==> src/hw/match_timer_pkg.sv <==
// Shared constants for the compare match timer channel
package match_timer_pkg;

	localparam int unsigned CNT_WIDTH = 16;
	localparam int unsigned PRE_WIDTH = 9;

	localparam logic [15:0] COUNTER_RESET = 16'h0000;
	localparam logic [15:0] COUNTER_CLEAR = 16'h0000;
	localparam logic        FLAG_RESET    = 1'b0;

	// Clock select codes: system clock divided by 8, 32, 128, 512
	localparam logic [1:0] SEL_DIV8   = 2'h0;
	localparam logic [1:0] SEL_DIV32  = 2'h1;
	localparam logic [1:0] SEL_DIV128 = 2'h2;
	localparam logic [1:0] SEL_DIV512 = 2'h3;

	// Terminal masks of the prescaler for each division ratio
	localparam logic [8:0] MASK_DIV8   = 9'h007;
	localparam logic [8:0] MASK_DIV32  = 9'h01f;
	localparam logic [8:0] MASK_DIV128 = 9'h07f;
	localparam logic [8:0] MASK_DIV512 = 9'h1ff;

	// Byte enable positions of the counter write
	localparam int unsigned BE_LOW  = 0;
	localparam int unsigned BE_HIGH = 1;

endpackage

==> src/hw/count_prescaler.sv <==
// Prescaler that makes the counter increment tick from the system clock
`timescale 1ns/1ps
`default_nettype none

module count_prescaler #(
	parameter int unsigned PRE_W = match_timer_pkg::PRE_WIDTH
) (
	input  wire logic       clk_in,
	input  wire logic       rst_n_in,
	input  wire logic       run_in,
	input  wire logic [1:0] clock_select_in,
	output logic            tick_out
);

	logic [PRE_W-1:0] div_q;
	logic [PRE_W-1:0] div_d;
	logic [PRE_W-1:0] mask;

	function automatic logic [PRE_W-1:0] sel_mask(input logic [1:0] sel);
		case (sel)
			match_timer_pkg::SEL_DIV8:   sel_mask = match_timer_pkg::MASK_DIV8;
			match_timer_pkg::SEL_DIV32:  sel_mask = match_timer_pkg::MASK_DIV32;
			match_timer_pkg::SEL_DIV128: sel_mask = match_timer_pkg::MASK_DIV128;
			default:                     sel_mask = match_timer_pkg::MASK_DIV512;
		endcase
	endfunction

	// Halted prescaler restarts from zero so the first period is whole
	assign mask     = sel_mask(clock_select_in);
	assign div_d    = run_in ? div_q + {{(PRE_W-1){1'b0}}, 1'b1} : '0;
	assign tick_out = run_in && ((div_q & mask) == mask);

	always_ff @(posedge clk_in) begin
		if (!rst_n_in) begin
			div_q <= '0;
		end else begin
			div_q <= div_d;
		end
	end

endmodule

`default_nettype wire

==> src/hw/match_timer_channel.sv <==
// Compare match timer channel: up-counter, match flag and contention logic
`timescale 1ns/1ps
`default_nettype none

module match_timer_channel #(
	parameter int unsigned W = match_timer_pkg::CNT_WIDTH
) (
	input  wire logic         clk_in,
	input  wire logic         rst_n_in,
	input  wire logic         count_start_in,
	input  wire logic [1:0]   clock_select_in,
	input  wire logic         match_irq_enable_in,
	input  wire logic [W-1:0] period_constant_in,
	input  wire logic         counter_wr_in,
	input  wire logic [1:0]   counter_be_in,
	input  wire logic [W-1:0] counter_wdata_in,
	input  wire logic         flag_read_in,
	input  wire logic         flag_clear_wr_in,
	input  wire logic         xfer_clear_in,
	output logic [W-1:0]      up_counter_out,
	output logic              match_flag_out,
	output logic              match_interrupt_out
);

	logic [W-1:0] up_counter_q;
	logic [W-1:0] up_counter_d;
	logic         match_flag_q;
	logic         match_flag_d;
	logic         read_armed_q;
	logic         read_armed_d;
	logic         tick;
	logic         match_hit;
	logic         sw_clear;
	logic         flag_clear;
	logic [W-1:0] write_merge;

	count_prescaler #(
		.PRE_W(match_timer_pkg::PRE_WIDTH)
	) u_prescaler (
		.clk_in         (clk_in),
		.rst_n_in       (rst_n_in),
		.run_in         (count_start_in),
		.clock_select_in(clock_select_in),
		.tick_out       (tick)
	);

	// Match only on the tick that ends the matching count
	assign match_hit = tick && (up_counter_q == period_constant_in);

	// Unwritten byte keeps its pre-write value
	assign write_merge = {
		counter_be_in[match_timer_pkg::BE_HIGH] ?
			counter_wdata_in[W-1:W/2] : up_counter_q[W-1:W/2],
		counter_be_in[match_timer_pkg::BE_LOW] ?
			counter_wdata_in[W/2-1:0] : up_counter_q[W/2-1:0]
	};

	// Priority: match clear, then write, then increment
	assign up_counter_d = match_hit ? match_timer_pkg::COUNTER_CLEAR :
		counter_wr_in ? write_merge :
		tick ? up_counter_q + {{(W-1){1'b0}}, 1'b1} : up_counter_q;

	// A 0 write without a prior read of 1 is ignored
	assign sw_clear     = flag_clear_wr_in && read_armed_q;
	assign flag_clear   = sw_clear || xfer_clear_in;
	// Set beats a simultaneous clear so no match is lost
	assign match_flag_d = match_hit || (match_flag_q && !flag_clear);
	assign read_armed_d = match_flag_d &&
		(read_armed_q || (flag_read_in && match_flag_q)) && !flag_clear;

	always_ff @(posedge clk_in) begin
		if (!rst_n_in) begin
			up_counter_q <= match_timer_pkg::COUNTER_RESET;
			match_flag_q <= match_timer_pkg::FLAG_RESET;
			read_armed_q <= 1'b0;
		end else begin
			up_counter_q <= up_counter_d;
			match_flag_q <= match_flag_d;
			read_armed_q <= read_armed_d;
		end
	end

	assign up_counter_out      = up_counter_q;
	assign match_flag_out      = match_flag_q;
	assign match_interrupt_out = match_flag_q && match_irq_enable_in;
endmodule

`default_nettype wire

==> config.mk <==
export PLATFORM = sky130hd
export DESIGN_NAME = match_timer_channel
export DESIGN_NICKNAME = d
export VERILOG_FILES = /design/src/hw/match_timer_pkg.sv /design/src/hw/count_prescaler.sv /design/src/hw/match_timer_channel.sv
export SDC_FILE = /design/constraint.sdc
export NUM_CORES = 1
export LEC_CHECK = 0
export ABC_AREA = 1
export BUFFER_PORTS_ARGS = -buffer_cell sky130_fd_sc_hd__clkbuf_2
export CAP_MARGIN = 15
export CORE_MARGIN = 4
export CORE_UTILIZATION = 50
export CTS_BUF_LIST = sky130_fd_sc_hd__clkbuf_8 sky130_fd_sc_hd__clkbuf_16
export DETAILED_ROUTE_END_ITERATION = 8
export GPL_TIMING_DRIVEN = 0
export HOLD_SLACK_MARGIN = 0.08
export PLACE_DENSITY = 0.77
export SYNTH_ARGS = -nofsm -noshare
export SYNTH_HDL_FRONTEND = slang
export SYNTH_SLANG_ARGS = --single-unit
==> constraint.sdc <==
create_clock -name clk_in -period 3.5 [get_ports clk_in]
set_input_delay 0.7 -clock clk_in [delete_from_list [all_inputs] [get_ports clk_in]]
set_output_delay 0.7 -clock clk_in [all_outputs]
set_load 0.01 [all_outputs]
==> results of run 1 <==
==> metrics by stage <==
step	worst slack, ns	hold slack, ns	area, um2
after CTS	1.81	0.462	2420
after global placement	1.63	0.429	2370
after floorplan	1.90	0.418	2010
after detailed placement	1.62	0.445	2370
final	1.81	0.464	2420
after global routing	1.74	0.478	2420
==> routing by layer <==
metal	global-route usage (%)	wire length, um	vias to the layer above
met4	5.43	46	0
met1	27.7	2430	1038
met5	0	0	-
met2	34.2	2400	74
met3	2.66	396	5
li1	-	-	1219
==> worst max path at each step <==
stage / cells after the start / start / slack [ns] / end
after floorplan: 6 / counter_wr_in / 1.90 / up_counter_out[11]
after global placement: 11 / period_constant_in[7] / 1.63 / up_counter_out[7]
after detailed placement: 11 / period_constant_in[15] / 1.62 / up_counter_out[7]
after CTS: 1 / up_counter_out[8] / 1.81 / up_counter_out[8]
after global routing: 10 / up_counter_out[1] / 1.74 / up_counter_out[6]
final: 1 / up_counter_out[8] / 1.81 / up_counter_out[8]
==> final cells by class <==
cell class | instances | share of cell area, %
Clock inverter | 1 | 0.361
Inverter | 52 | 8.05
Clock buffer | 3 | 1.70
Tap cell | 48 | 2.48
Sequential cell | 27 | 22.3
Multi-Input combinational cell | 260 | 50.4
Timing Repair Buffer | 60 | 12.4
Buffer | 7 | 2.32
==> state kept, by name, indices dropped and copies added (netlist names) <==
name               cells
match_flag_out         1
read_armed_q           1
u_prescaler.div_q      9
up_counter_out        16
==> synth_stat cells, drive strengths merged <==
cell and n:
and3 1, clkbuf 2, xor2 1, nand2 126, buf 5, nor2 37
nor3 6, inv 51, o21ai 16, dfxtp 27, xnor2 1, o31ai 2
a21oi 20, ha 2, nand3 43, a21boi 1, nand4 3, clkinv 1
nor4 1
==> power breakdown <==
group / leakage (nW) / internal, W / switching (W) / total (W)
registers: 0.219 / 0.000315 / 0.0000139 / 0.000329
logic: 0.971 / 0.0000533 / 0.0000688 / 0.000122
clock network: 0.0261 / 0.0000838 / 0.000112 / 0.000196
total: 1.22 / 0.000452 / 0.000194 / 0.000647
==> logic make-up after synthesis <==
kind of cell / Yosys count / synth area share [%]
xor gates and xnor gates: 2 / 0.870
AOI/OAI and AO/OA: 39 / 12.3
DFF: 27 / 26.8
and+or+nand+nor: 217 / 46.2
adders and majority gates: 2 / 1.24
buffers and inverters: 59 / 12.5
==> results list, run 1 <==
- The endpoint identified for the worst register-to-register timing path is up_counter_out[6].
* Setup TNS after final layout: 0 ns
* Placer's final routability congestion estimate: 0.944
- For this run, the detailed router's first-pass iteration total came to 4.
* Final core utilization: 64.3%
- Total DRC errors in the routed layout: 0
- Compared with the post-synthesis result, the final layout area differs by 20.4%.
* Minimum clock period: 1.69 ns
- Half-perimeter wire length after placement: 4170 um
* DIE AREA: 0.00511 mm2
* Critical path buffer and inverter count: 1
- Buffers added to address setup during post-CTS repair amount to 0.
- The max-slew violation total from the final report is 0.
* Final setup vio count: 0
- Antenna diode count: 0
* Horizontal die dimension: 71.5 um
- Post-CTS repair changed the size of 0 cells.
* Setup repair after global routing missed its margin: no
- Total design power: 0.000647 W
- Deepest level of the CTS H-tree: 1
- Counting instances, the worst hold path has a depth of 1.
- Counting the buffers created by CTS gives 3.
- The number of hold violations in the final report was 0.
- When the netlist entered floorplanning its net count stood at 392.
* Max FO, Critical Path: 8
- Worst-case reg-to-reg path depth: 10
- In this run the tightest slew margin relative to its limit is 67.6%.
* Area contributors post-synth: sky130_fd_sc_hd__dfxtp_1 27%, sky130_fd_sc_hd__nand2_1 23%, sky130_fd_sc_hd__nand3_1 10%, sky130_fd_sc_hd__inv_1 9.1%, sky130_fd_sc_hd__nor2_1 6.5%
* Number of vias per cell: 5.10
- Reg-to-reg startpoint: up_counter_out[7]
- In this run, placement finished with an instance count of 454.
- Core area: 0.00377 mm2
- Clock-pin slew was measured on the worst setup and hold paths at 0.11 ns.
* Power Density: 267 mW/mm2
- For the pin with the worst max-slew slack, the measured transition is 0.486 ns.
- # hold bufs at CTS: 0
- In the final routed layout, each cell accounts on average for 11.5 um.
* Row count: 22
- The number of antenna violations at the first check in global routing was 0.
* Combined area of the multi-input logic cells: 0.00122 mm2
- Port-buffer cells: 60
- In this run the vertical extent of the chip is 71.5 um.
* Overall global routing resource usage: 20.5%
* Most frequent cells in the layout: 121 x sky130_fd_sc_hd__nand2_1, 60 x sky130_fd_sc_hd__clkbuf_2, 49 x sky130_fd_sc_hd__inv_1
- Share of the synthesized area in the top cell type: 26.8%
- The later pin in the worst-skew pair is clocked with a latency of 0.28 ns.
* Fraction of final layout cells sized beyond drive strength 1: 22.4%
- The run finished with clean final reports.
- Synth Register Bits: 27
- Entering global routing, the biggest net connects 18 pins.
- Cell Area, Synth: 0.00201 mm2
- Wire length of the first global-routing pass: 8640 um
* Max rail drop VDD: 0.000129 V
* CTS root buf: sky130_fd_sc_hd__clkbuf_8
- Detailed routing inserted a total of 2,336 vias.
* Startpoint of the most critical hold path: u_prescaler.div_q[0]
* Final clock period utilization by the worst path: 48.3%
- After synthesis, the mean cell area works out to 5.82 um2.
* Synth warn: 0
- List of cells traversed by the critical path: clkbuf_2
* Number of placed I/O pins: 62
- Max-cap violations in this run came to 0.
* Cell family with the largest share of critical-path delay: flip-flops
- Summing all flip-flop and latch instances after layout gives 541 um2.
- Leaving out fill and tap cells, the most frequent cell in the layout is sky130_fd_sc_hd__nand2_1.
- TritonCTS built the clock tree.
- Post-synth top area cell: sky130_fd_sc_hd__dfxtp_1
- Sequential cells were found to cover 26.8% of the synthesized design area.
- The routed design has 5270 um of wire.
* Number of unique standard cell types used by synthesis: 31
- In this run the worst hold path is classified as reg2reg.
- For this design the static power due to leakage is 1.22 nW.
- The count of nets left with antenna violations once routing finished came out at 0.
- Initial drt markers: 169
- Count of placed standard cells in the final layout, fillers left out: 458
- Crit path required time: 2.80 ns
- Endpoint, Worst Hold: u_prescaler.div_q[0]
* Aggregate global routing overflow: 0
- Maximum count of clock buffers along a single path: 2
* Maximum clock frequency: 0.591 GHz
- CP Capture Type: output port
* Fill cell instance count of the final layout: 384
- Vias in the first global route: 2,026
* Final clock skew: 0.00422 ns
- Worst-case register-to-register setup slack: 1.86 ns
* Number of sinks driven by the clock tree: 27
- Cells after synthesis: 346
* Delay of the slowest cell on the worst path: 0.52 ns
- Count of nets after finishing: 457
- Starting density of the core: 53.4%
- Data arrival time of the critical path: 0.99 ns
- The critical path in this run is classified as reg2out.
- Worst setup SP type: flop
* Cell with the largest stage delay on the worst path: sky130_fd_sc_hd__dfxtp_1
(Power assumes the default switching activity.)
==> run 2, diff against run 1 <==
--- a/config.mk
+++ b/config.mk
@@ -9,12 +9,12 @@
 export BUFFER_PORTS_ARGS = -buffer_cell sky130_fd_sc_hd__clkbuf_2
 export CAP_MARGIN = 15
 export CORE_MARGIN = 4
-export CORE_UTILIZATION = 50
+export CORE_UTILIZATION = 47
 export CTS_BUF_LIST = sky130_fd_sc_hd__clkbuf_8 sky130_fd_sc_hd__clkbuf_16
 export DETAILED_ROUTE_END_ITERATION = 8
 export GPL_TIMING_DRIVEN = 0
 export HOLD_SLACK_MARGIN = 0.08
-export PLACE_DENSITY = 0.77
+export PLACE_DENSITY = 0.76
 export SYNTH_ARGS = -nofsm -noshare
 export SYNTH_HDL_FRONTEND = slang
 export SYNTH_SLANG_ARGS = --single-unit
==> constraint.sdc (replaced) <==
create_clock -name clk_in -period 1.4 [get_ports clk_in]
set_input_delay 0.28 -clock clk_in [delete_from_list [all_inputs] [get_ports clk_in]]
set_output_delay 0.28 -clock clk_in [all_outputs]
set_load 0.01 [all_outputs]
==> results list, run 2 (same netlist as run 1, synthesis figures left out) <==
- Initial antenna violation count: 0 (unchanged)
- Most common cell after layout, fill and taps aside: sky130_fd_sc_hd__nand2_1
- Setup repair after global routing missed its margin: yes
- The number of antenna diodes is 0 (unchanged).
* DR WL/cell: 12.1 um (+5.5%)
- The stage delay of the slowest cell on the critical path is 0.39 ns (-0.13 ns).
- Number of vias per cell: 5.13 (+0.65%)
- Wire length of the first global-routing pass: 9070 um (+5.0%)
* Maximum count of clock buffers along a single path: 2 (unchanged)
* Max FO, Critical Path: 5 (-3)
* List of cells traversed by the critical path: inv_1 -> nand2_1 -> nand2_1 -> nor2_1 -> nand2_1 -> nor2_2 -> nand3_4 -> nand2_4 -> clkbuf_16 -> a21oi_2
- Among the stages of the critical path, the cell type that occurs most often is sky130_fd_sc_hd__nand2_1.
- Number of hold violations in the final report: 0 (unchanged)
* DR pass1 iterations: 5 (+1)
* Violated checks: setup timing
- The die span in x came to 73.4 um (+2.8%).
* Half-perimeter wire length after placement: 4110 um (-1.4%)
- Core area: 0.00406 mm2 (+7.6%)
- Largest register FFs: 16 (unchanged)
- Subtracting the final worst setup slack from the clock period gives 1.60 ns.
- Reg clk slew, reported paths: 0.10 ns (about the same)
* Total DRC errors in the routed layout: 0 (unchanged)
* Worst path setup slack after routing: -0.203 ns (-2.01 ns)
* Count of nets after finishing: 476 (+4.2%)
- The post-route clock skew came to 0.00295 ns (-0.00127 ns).
- Syn-to-layout area delta: 36.3%
- The number of CTS-inserted buffers is 3 (unchanged).
* Data arrival time of the critical path: 1.79 ns (+0.80 ns)
* Clk Latency, worst-skew pair: 0.28 ns (about the same)
- Slew Limit Headroom: 68.5% (+0.88 points)
- Of the available clock period, the critical path in the final layout requires 114%.
* Power Density: 601 mW/mm2 (+130%)
- The initial core utilization is 49.6% (-3.8 points).
* Final setup vio count: 18 (+18)
- The library cells used most frequently in the layout, excluding fill and tap cells, are 112 x sky130_fd_sc_hd__nand2_1, 60 x sky130_fd_sc_hd__clkbuf_2, 47 x sky130_fd_sc_hd__inv_1.
* Fill cell instance count of the final layout: 379 (-1.3%)
* Max-cap violations: 0 (unchanged)
* Worst min-delay path class: in2reg
- The max-slew violation total from the final report is 0 (unchanged).
* DIE AREA: 0.00539 mm2 (+5.6%)
- The maximum number of pins on one net before global-route repair was 18 (unchanged).
- The leakage dissipation was 1.36 nW (+12%).
* Row count: 23 (+4.5%)
- # hold bufs at CTS: 0 (unchanged)
- The placer's final routability congestion estimate was 0.855 (-9.4%).
* Vias in the first global route: 2,134 (+5.3%)
* Maximum clock frequency: 0.624 GHz
- Actual transition at the worst max-transition pin: 0.473 ns (-0.0132 ns)
- The boundary pin count is 62 (unchanged).
* Port-buffer cells: 60 (unchanged)
- The global-route usage over all layers was 20.9% (+0.38 points).
* Via total after detailed routing: 2,459 (+5.3%)
- Count of nets left with antenna violations after detail routing: 0 (unchanged)
* Number of sinks driven by the clock tree: 27 (unchanged)
- The area of the multi-input gates was 0.00132 mm2 (+8.2%).
- The fraction of final layout cells sized beyond drive strength 1 was 35.0% (+13 points).
- The largest individual stage delay along the critical path comes from the cell sky130_fd_sc_hd__dfxtp_4.
* Final-layout worst hold slack: 0.246 ns (-0.218 ns)
- The overall die height is 73.4 um (+2.8%).
* CTS root buf: sky130_fd_sc_hd__clkbuf_8
- Max rail drop VDD: 0.000524 V (+310%)
- Worst setup SP type: flop
- FF/Latch Area: 578 um2 (+6.9%)
- Aggregate global routing overflow: 0 (unchanged)
* Routed Wire Length: 5820 um (+10%)
- TritonCTS built the clock tree.
- The worst path required time came to 1.59 ns (-1.21 ns).
- The setup path with the least slack is of type reg2reg.
* Deepest level of the CTS H-tree: 1 (unchanged)
* Initial drt markers: 214 (+27%)
* CP Capture Type: flop
- The final core utilization was 67.6% (+3.4 points).
- Status: finished, violations left
## run 2: report_power, final
part / switching [W] / internal [W] / total [W]
combinational: 0.000188 / 0.000156 / 0.000344
clock: 0.000278 / 0.000210 / 0.000487
sequential: 0.0000346 / 0.000784 / 0.000819
## run 2: repair_timing
item / CTS / global route
gates resized for setup: 41 / 19
pin swaps: 12 / 12
setup buffers: 9 / 8
cloned: 1 / 1
endpoints found under the setup margin: 18 / 19
## run 2: cell type report
class	count	area share, %
Sequential cell	27	21.1
Clock inverter	1	0.319
Buffer	7	2.05
Multi-Input combinational cell	260	48.2
Inverter	52	7.30
Clock buffer	3	1.50
Tap cell	50	2.28
Timing Repair Buffer	79	17.3
## run 2: worst paths after layout
| path | from | endpoint | slack, ns | cells after the start |
|---|---|---|---|---|
| worst min-delay path | xfer_clear_in | read_armed_q | 0.25 | 4 |
| worst max-delay path | up_counter_out[4] | up_counter_out[15] | -0.20 | 10 |
| worst min register to register | u_prescaler.div_q[3] | u_prescaler.div_q[3] | 0.50 | 2 |
| worst max register to register | up_counter_out[4] | up_counter_out[15] | -0.20 | 10 |
## run 2: per-layer routing
layer  GRT usage, %  wire length, um
met1           26.9             2420
met2           37.3             2880
met3           3.15              448
met5              0                0
met4           3.02               70
## run 2: worst max-delay path: cells and delay by family (launching register included)
kind,cells,cell delay (ns)
AND/OR/NAND/NOR,7,0.85
flip-flops,1,0.39
buffers and inverters,2,0.23
AO/OA/AOI/OAI,1,0.03
## run 2: stage by stage
step / setup WS (ns) / cell area (um2) / setup TNS (ns) / total power, W / instances
floorplan: 0.0196 / 2020 / 0 / 0.00102 / 346
global placement: -0.176 / 2380 / -2.34 / 0.00114 / 456
detailed placement: -0.200 / 2380 / -2.73 / 0.00114 / 456
CTS: -0.0704 / 2610 / -0.902 / 0.00164 / 470
global route: -0.244 / 2740 / -3.73 / 0.00173 / 479
finish: -0.203 / 2740 / -2.72 / 0.00165 / 479
==> run 3, diff against run 2 <==
--- a/config.mk
+++ b/config.mk
@@ -9,12 +9,13 @@
 export BUFFER_PORTS_ARGS = -buffer_cell sky130_fd_sc_hd__clkbuf_2
 export CAP_MARGIN = 15
 export CORE_MARGIN = 4
-export CORE_UTILIZATION = 47
-export CTS_BUF_LIST = sky130_fd_sc_hd__clkbuf_8 sky130_fd_sc_hd__clkbuf_16
+export CORE_UTILIZATION = 48
+export CTS_BUF_LIST = sky130_fd_sc_hd__clkbuf_2
 export DETAILED_ROUTE_END_ITERATION = 8
 export GPL_TIMING_DRIVEN = 0
 export HOLD_SLACK_MARGIN = 0.08
-export PLACE_DENSITY = 0.76
+export PLACE_DENSITY = 0.78
+export RECOVER_POWER = 25
 export SYNTH_ARGS = -nofsm -noshare
 export SYNTH_HDL_FRONTEND = slang
 export SYNTH_SLANG_ARGS = --single-unit
==> results list, run 3 (same netlist as run 1, synthesis figures left out) <==
- The clock sink total came to 27 (unchanged).
* Wire length of the first global-routing pass: 9300 um (+2.5%)
* Worst path setup slack after routing: -0.139 ns (+0.0637 ns)
* Final-layout worst hold slack: 0.148 ns (-0.0980 ns)
- The slew at the pin closest to its max-slew limit came to 0.495 ns (+0.0224 ns).
* Max FO, Critical Path: 5 (unchanged)
- Final clock period utilization by the worst path: 110% (-4.5 points)
- Reg clk slew, reported paths: 0.28 ns (+0.18 ns)
- The relative slew slack was 67.0% (-1.5 points).
- Initial antenna violation count: 0 (unchanged)
- The CTS H-tree depth is 1 (unchanged).
* CTS root buf: sky130_fd_sc_hd__clkbuf_2
- The upper clock frequency limit came to 0.650 GHz (+4.1%).
- The total of fill cells in the finished design is 364 (-4.0%).
* Starting density of the core: 50.0% (+0.35 points)
- Largest net degree at the start of global routing: 17 (-1)
- The worst-case clock buffer depth was 2 (unchanged).
- Count of nets left with antenna violations after detail routing: 0 (unchanged)
* Number of buffers added by the clock tree synthesis step: 3 (unchanged)
* Status: finished, violations left
* Crit Path Category: reg2reg
- The half-perimeter wire length after detailed placement was 4210 um (+2.5%).
* Clock tree from TritonCTS: built
- The leakage dissipation was 1.36 nW (-0.16%).
* Power Density: 552 mW/mm2 (-8.3%)
* Initial drt markers: 273 (+28%)
- Worst min-delay path class: in2reg
- The worst setup path is captured at a flop.
* DR pass1 iterations: 6 (+1)
- The total wire length is 5920 um (+1.8%).
- The final setup violation count is 18 (unchanged).
* Minimum clock period: 1.54 ns (-0.0637 ns)
* Violated checks: setup timing
- Max rail drop VDD: 0.000746 V (+42%)
* Overall global routing resource usage: 21.8% (+0.90 points)
* Die height: 72.8 um (-0.93%)
- Leaving out fill and tap cells, the most frequent cell in the layout is sky130_fd_sc_hd__nand2_1.
- The max-slew violation total from the final report is 0 (unchanged).
* Total DRC errors in the routed layout: 0 (unchanged)
- Crit path required time: 1.72 ns (+0.13 ns)
* Vias in the first global route: 2,114 (-0.94%)
- Core area: 0.00403 mm2 (-0.71%)
* DR WL/cell: 12.4 um (+1.8%)
- Number of vias per cell: 5.19 (+1.2%)
- The row count came to 23 (unchanged).
- The count of input and output buffers came to 60 (unchanged).
- The fraction of final layout cells sized beyond drive strength 1 came to 35.4% (+0.47 points).
* Setup repair after global routing missed its margin: yes
* Placer's final routability congestion estimate: 0.860 (+0.58%)
- The number of maximum-capacitance constraint violations was 0 (unchanged).
* Number of hold violations in the final report: 0 (unchanged)
- Number of placed I/O pins: 62 (unchanged)
- The critical path arrival is 1.86 ns (+0.07 ns).
* Most frequent cells in the layout: 113 x sky130_fd_sc_hd__nand2_1, 63 x sky130_fd_sc_hd__clkbuf_2, 49 x sky130_fd_sc_hd__inv_1
- Syn-to-layout area delta: 35.9%
- The via count came to 2,488 (+1.2%).
- DIE AREA: 0.00529 mm2 (-1.9%)
- Final clock skew: 0.0194 ns (+0.0164 ns)
- The number of antenna diodes was 0 (unchanged).
- STA classifies the critical path startpoint as a flop.
- Final core utilization: 67.9% (+0.27 points)
- The total overflow reported by the global router came to 0 (unchanged).
- # hold bufs at CTS: 0 (unchanged)
- The flip-flop count of the largest register after layout was 16 (unchanged).
- The number of nets in the layout is 476 (unchanged).
- The source-to-sink clock delay at the later pin of the worst-skew pair is 0.39 ns (+0.11 ns).
* Horizontal die dimension: 72.8 um (-0.93%)
==> run 3: layout make-up <==
class	instances	area, um2	share of cell area (%)
Timing Repair Buffer	79	468	17.1
Buffer	7	60.1	2.20
Clock inverter	1	7.51	0.274
Clock buffer	3	15.0	0.549
Sequential cell	27	587	21.5
Inverter	52	200	7.32
Multi-Input combinational cell	260	1340	48.8
Tap cell	50	62.6	2.29
==> run 3: timing repair <==
| item | CTS | global route |
|---|---|---|
| gates cloned | 1 | 1 |
| setup endpoints to repair | 20 | 21 |
| resized for setup | 46 | 20 |
| buffers inserted | 13 | 4 |
| pin swaps | 11 | 7 |
==> run 3: metrics by stage <==
stage | TNS [ns] | power (W) | worst slack, ns | std cells | area (um2)
3_3_place_gp | -2.28 | 0.00114 | -0.169 | 456 | 2380
2_1_floorplan | 0 | 0.00102 | 0.0196 | 346 | 2020
3_5_place_dp | -2.91 | 0.00114 | -0.208 | 456 | 2380
4_1_cts | -1.15 | 0.00148 | -0.0944 | 474 | 2620
6_report | -1.48 | 0.00151 | -0.139 | 479 | 2740
5_1_grt | -3.48 | 0.00158 | -0.224 | 479 | 2740
==> run 3: power by group <==
part	switching [W]	leakage, nW	internal (W)
clock network	0.000271	0.0126	0.0000661
registers	0.0000333	0.230	0.000784
logic	0.000194	1.12	0.000161
==> run 3: path summary, 6_finish.rpt <==
path	startpoint	to	slack (ns)	cells after the start
hold reg to reg	u_prescaler.div_q[4]	u_prescaler.div_q[4]	0.53	2
setup / recovery	u_prescaler.div_q[0]	up_counter_out[10]	-0.14	10
setup reg to reg	u_prescaler.div_q[0]	up_counter_out[10]	-0.14	10
hold / removal	xfer_clear_in	read_armed_q	0.15	4
==> run 3: critical path: stages (launching register included) <==
cell and delay [ns]:
sky130_fd_sc_hd__dfxtp_2 0.42, sky130_fd_sc_hd__ha_4 0.15, sky130_fd_sc_hd__nand2_4 0.06, sky130_fd_sc_hd__clkinv_4 0.06, sky130_fd_sc_hd__nand3_4 0.07, sky130_fd_sc_hd__nor2_4 0.15, sky130_fd_sc_hd__buf_6 0.13, sky130_fd_sc_hd__nand3_4 0.10
sky130_fd_sc_hd__nand2_4 0.14, sky130_fd_sc_hd__clkbuf_16 0.17, sky130_fd_sc_hd__a21oi_2 0.03
==> run 3: metal layers <==
layer,wire (um),up-vias,GRT usage [%]
met3,368,14,3.03
met1,2500,1104,28.1
met4,106,0,4.51
li1,-,1268,-
met5,0,-,0
met2,2950,102,38.5
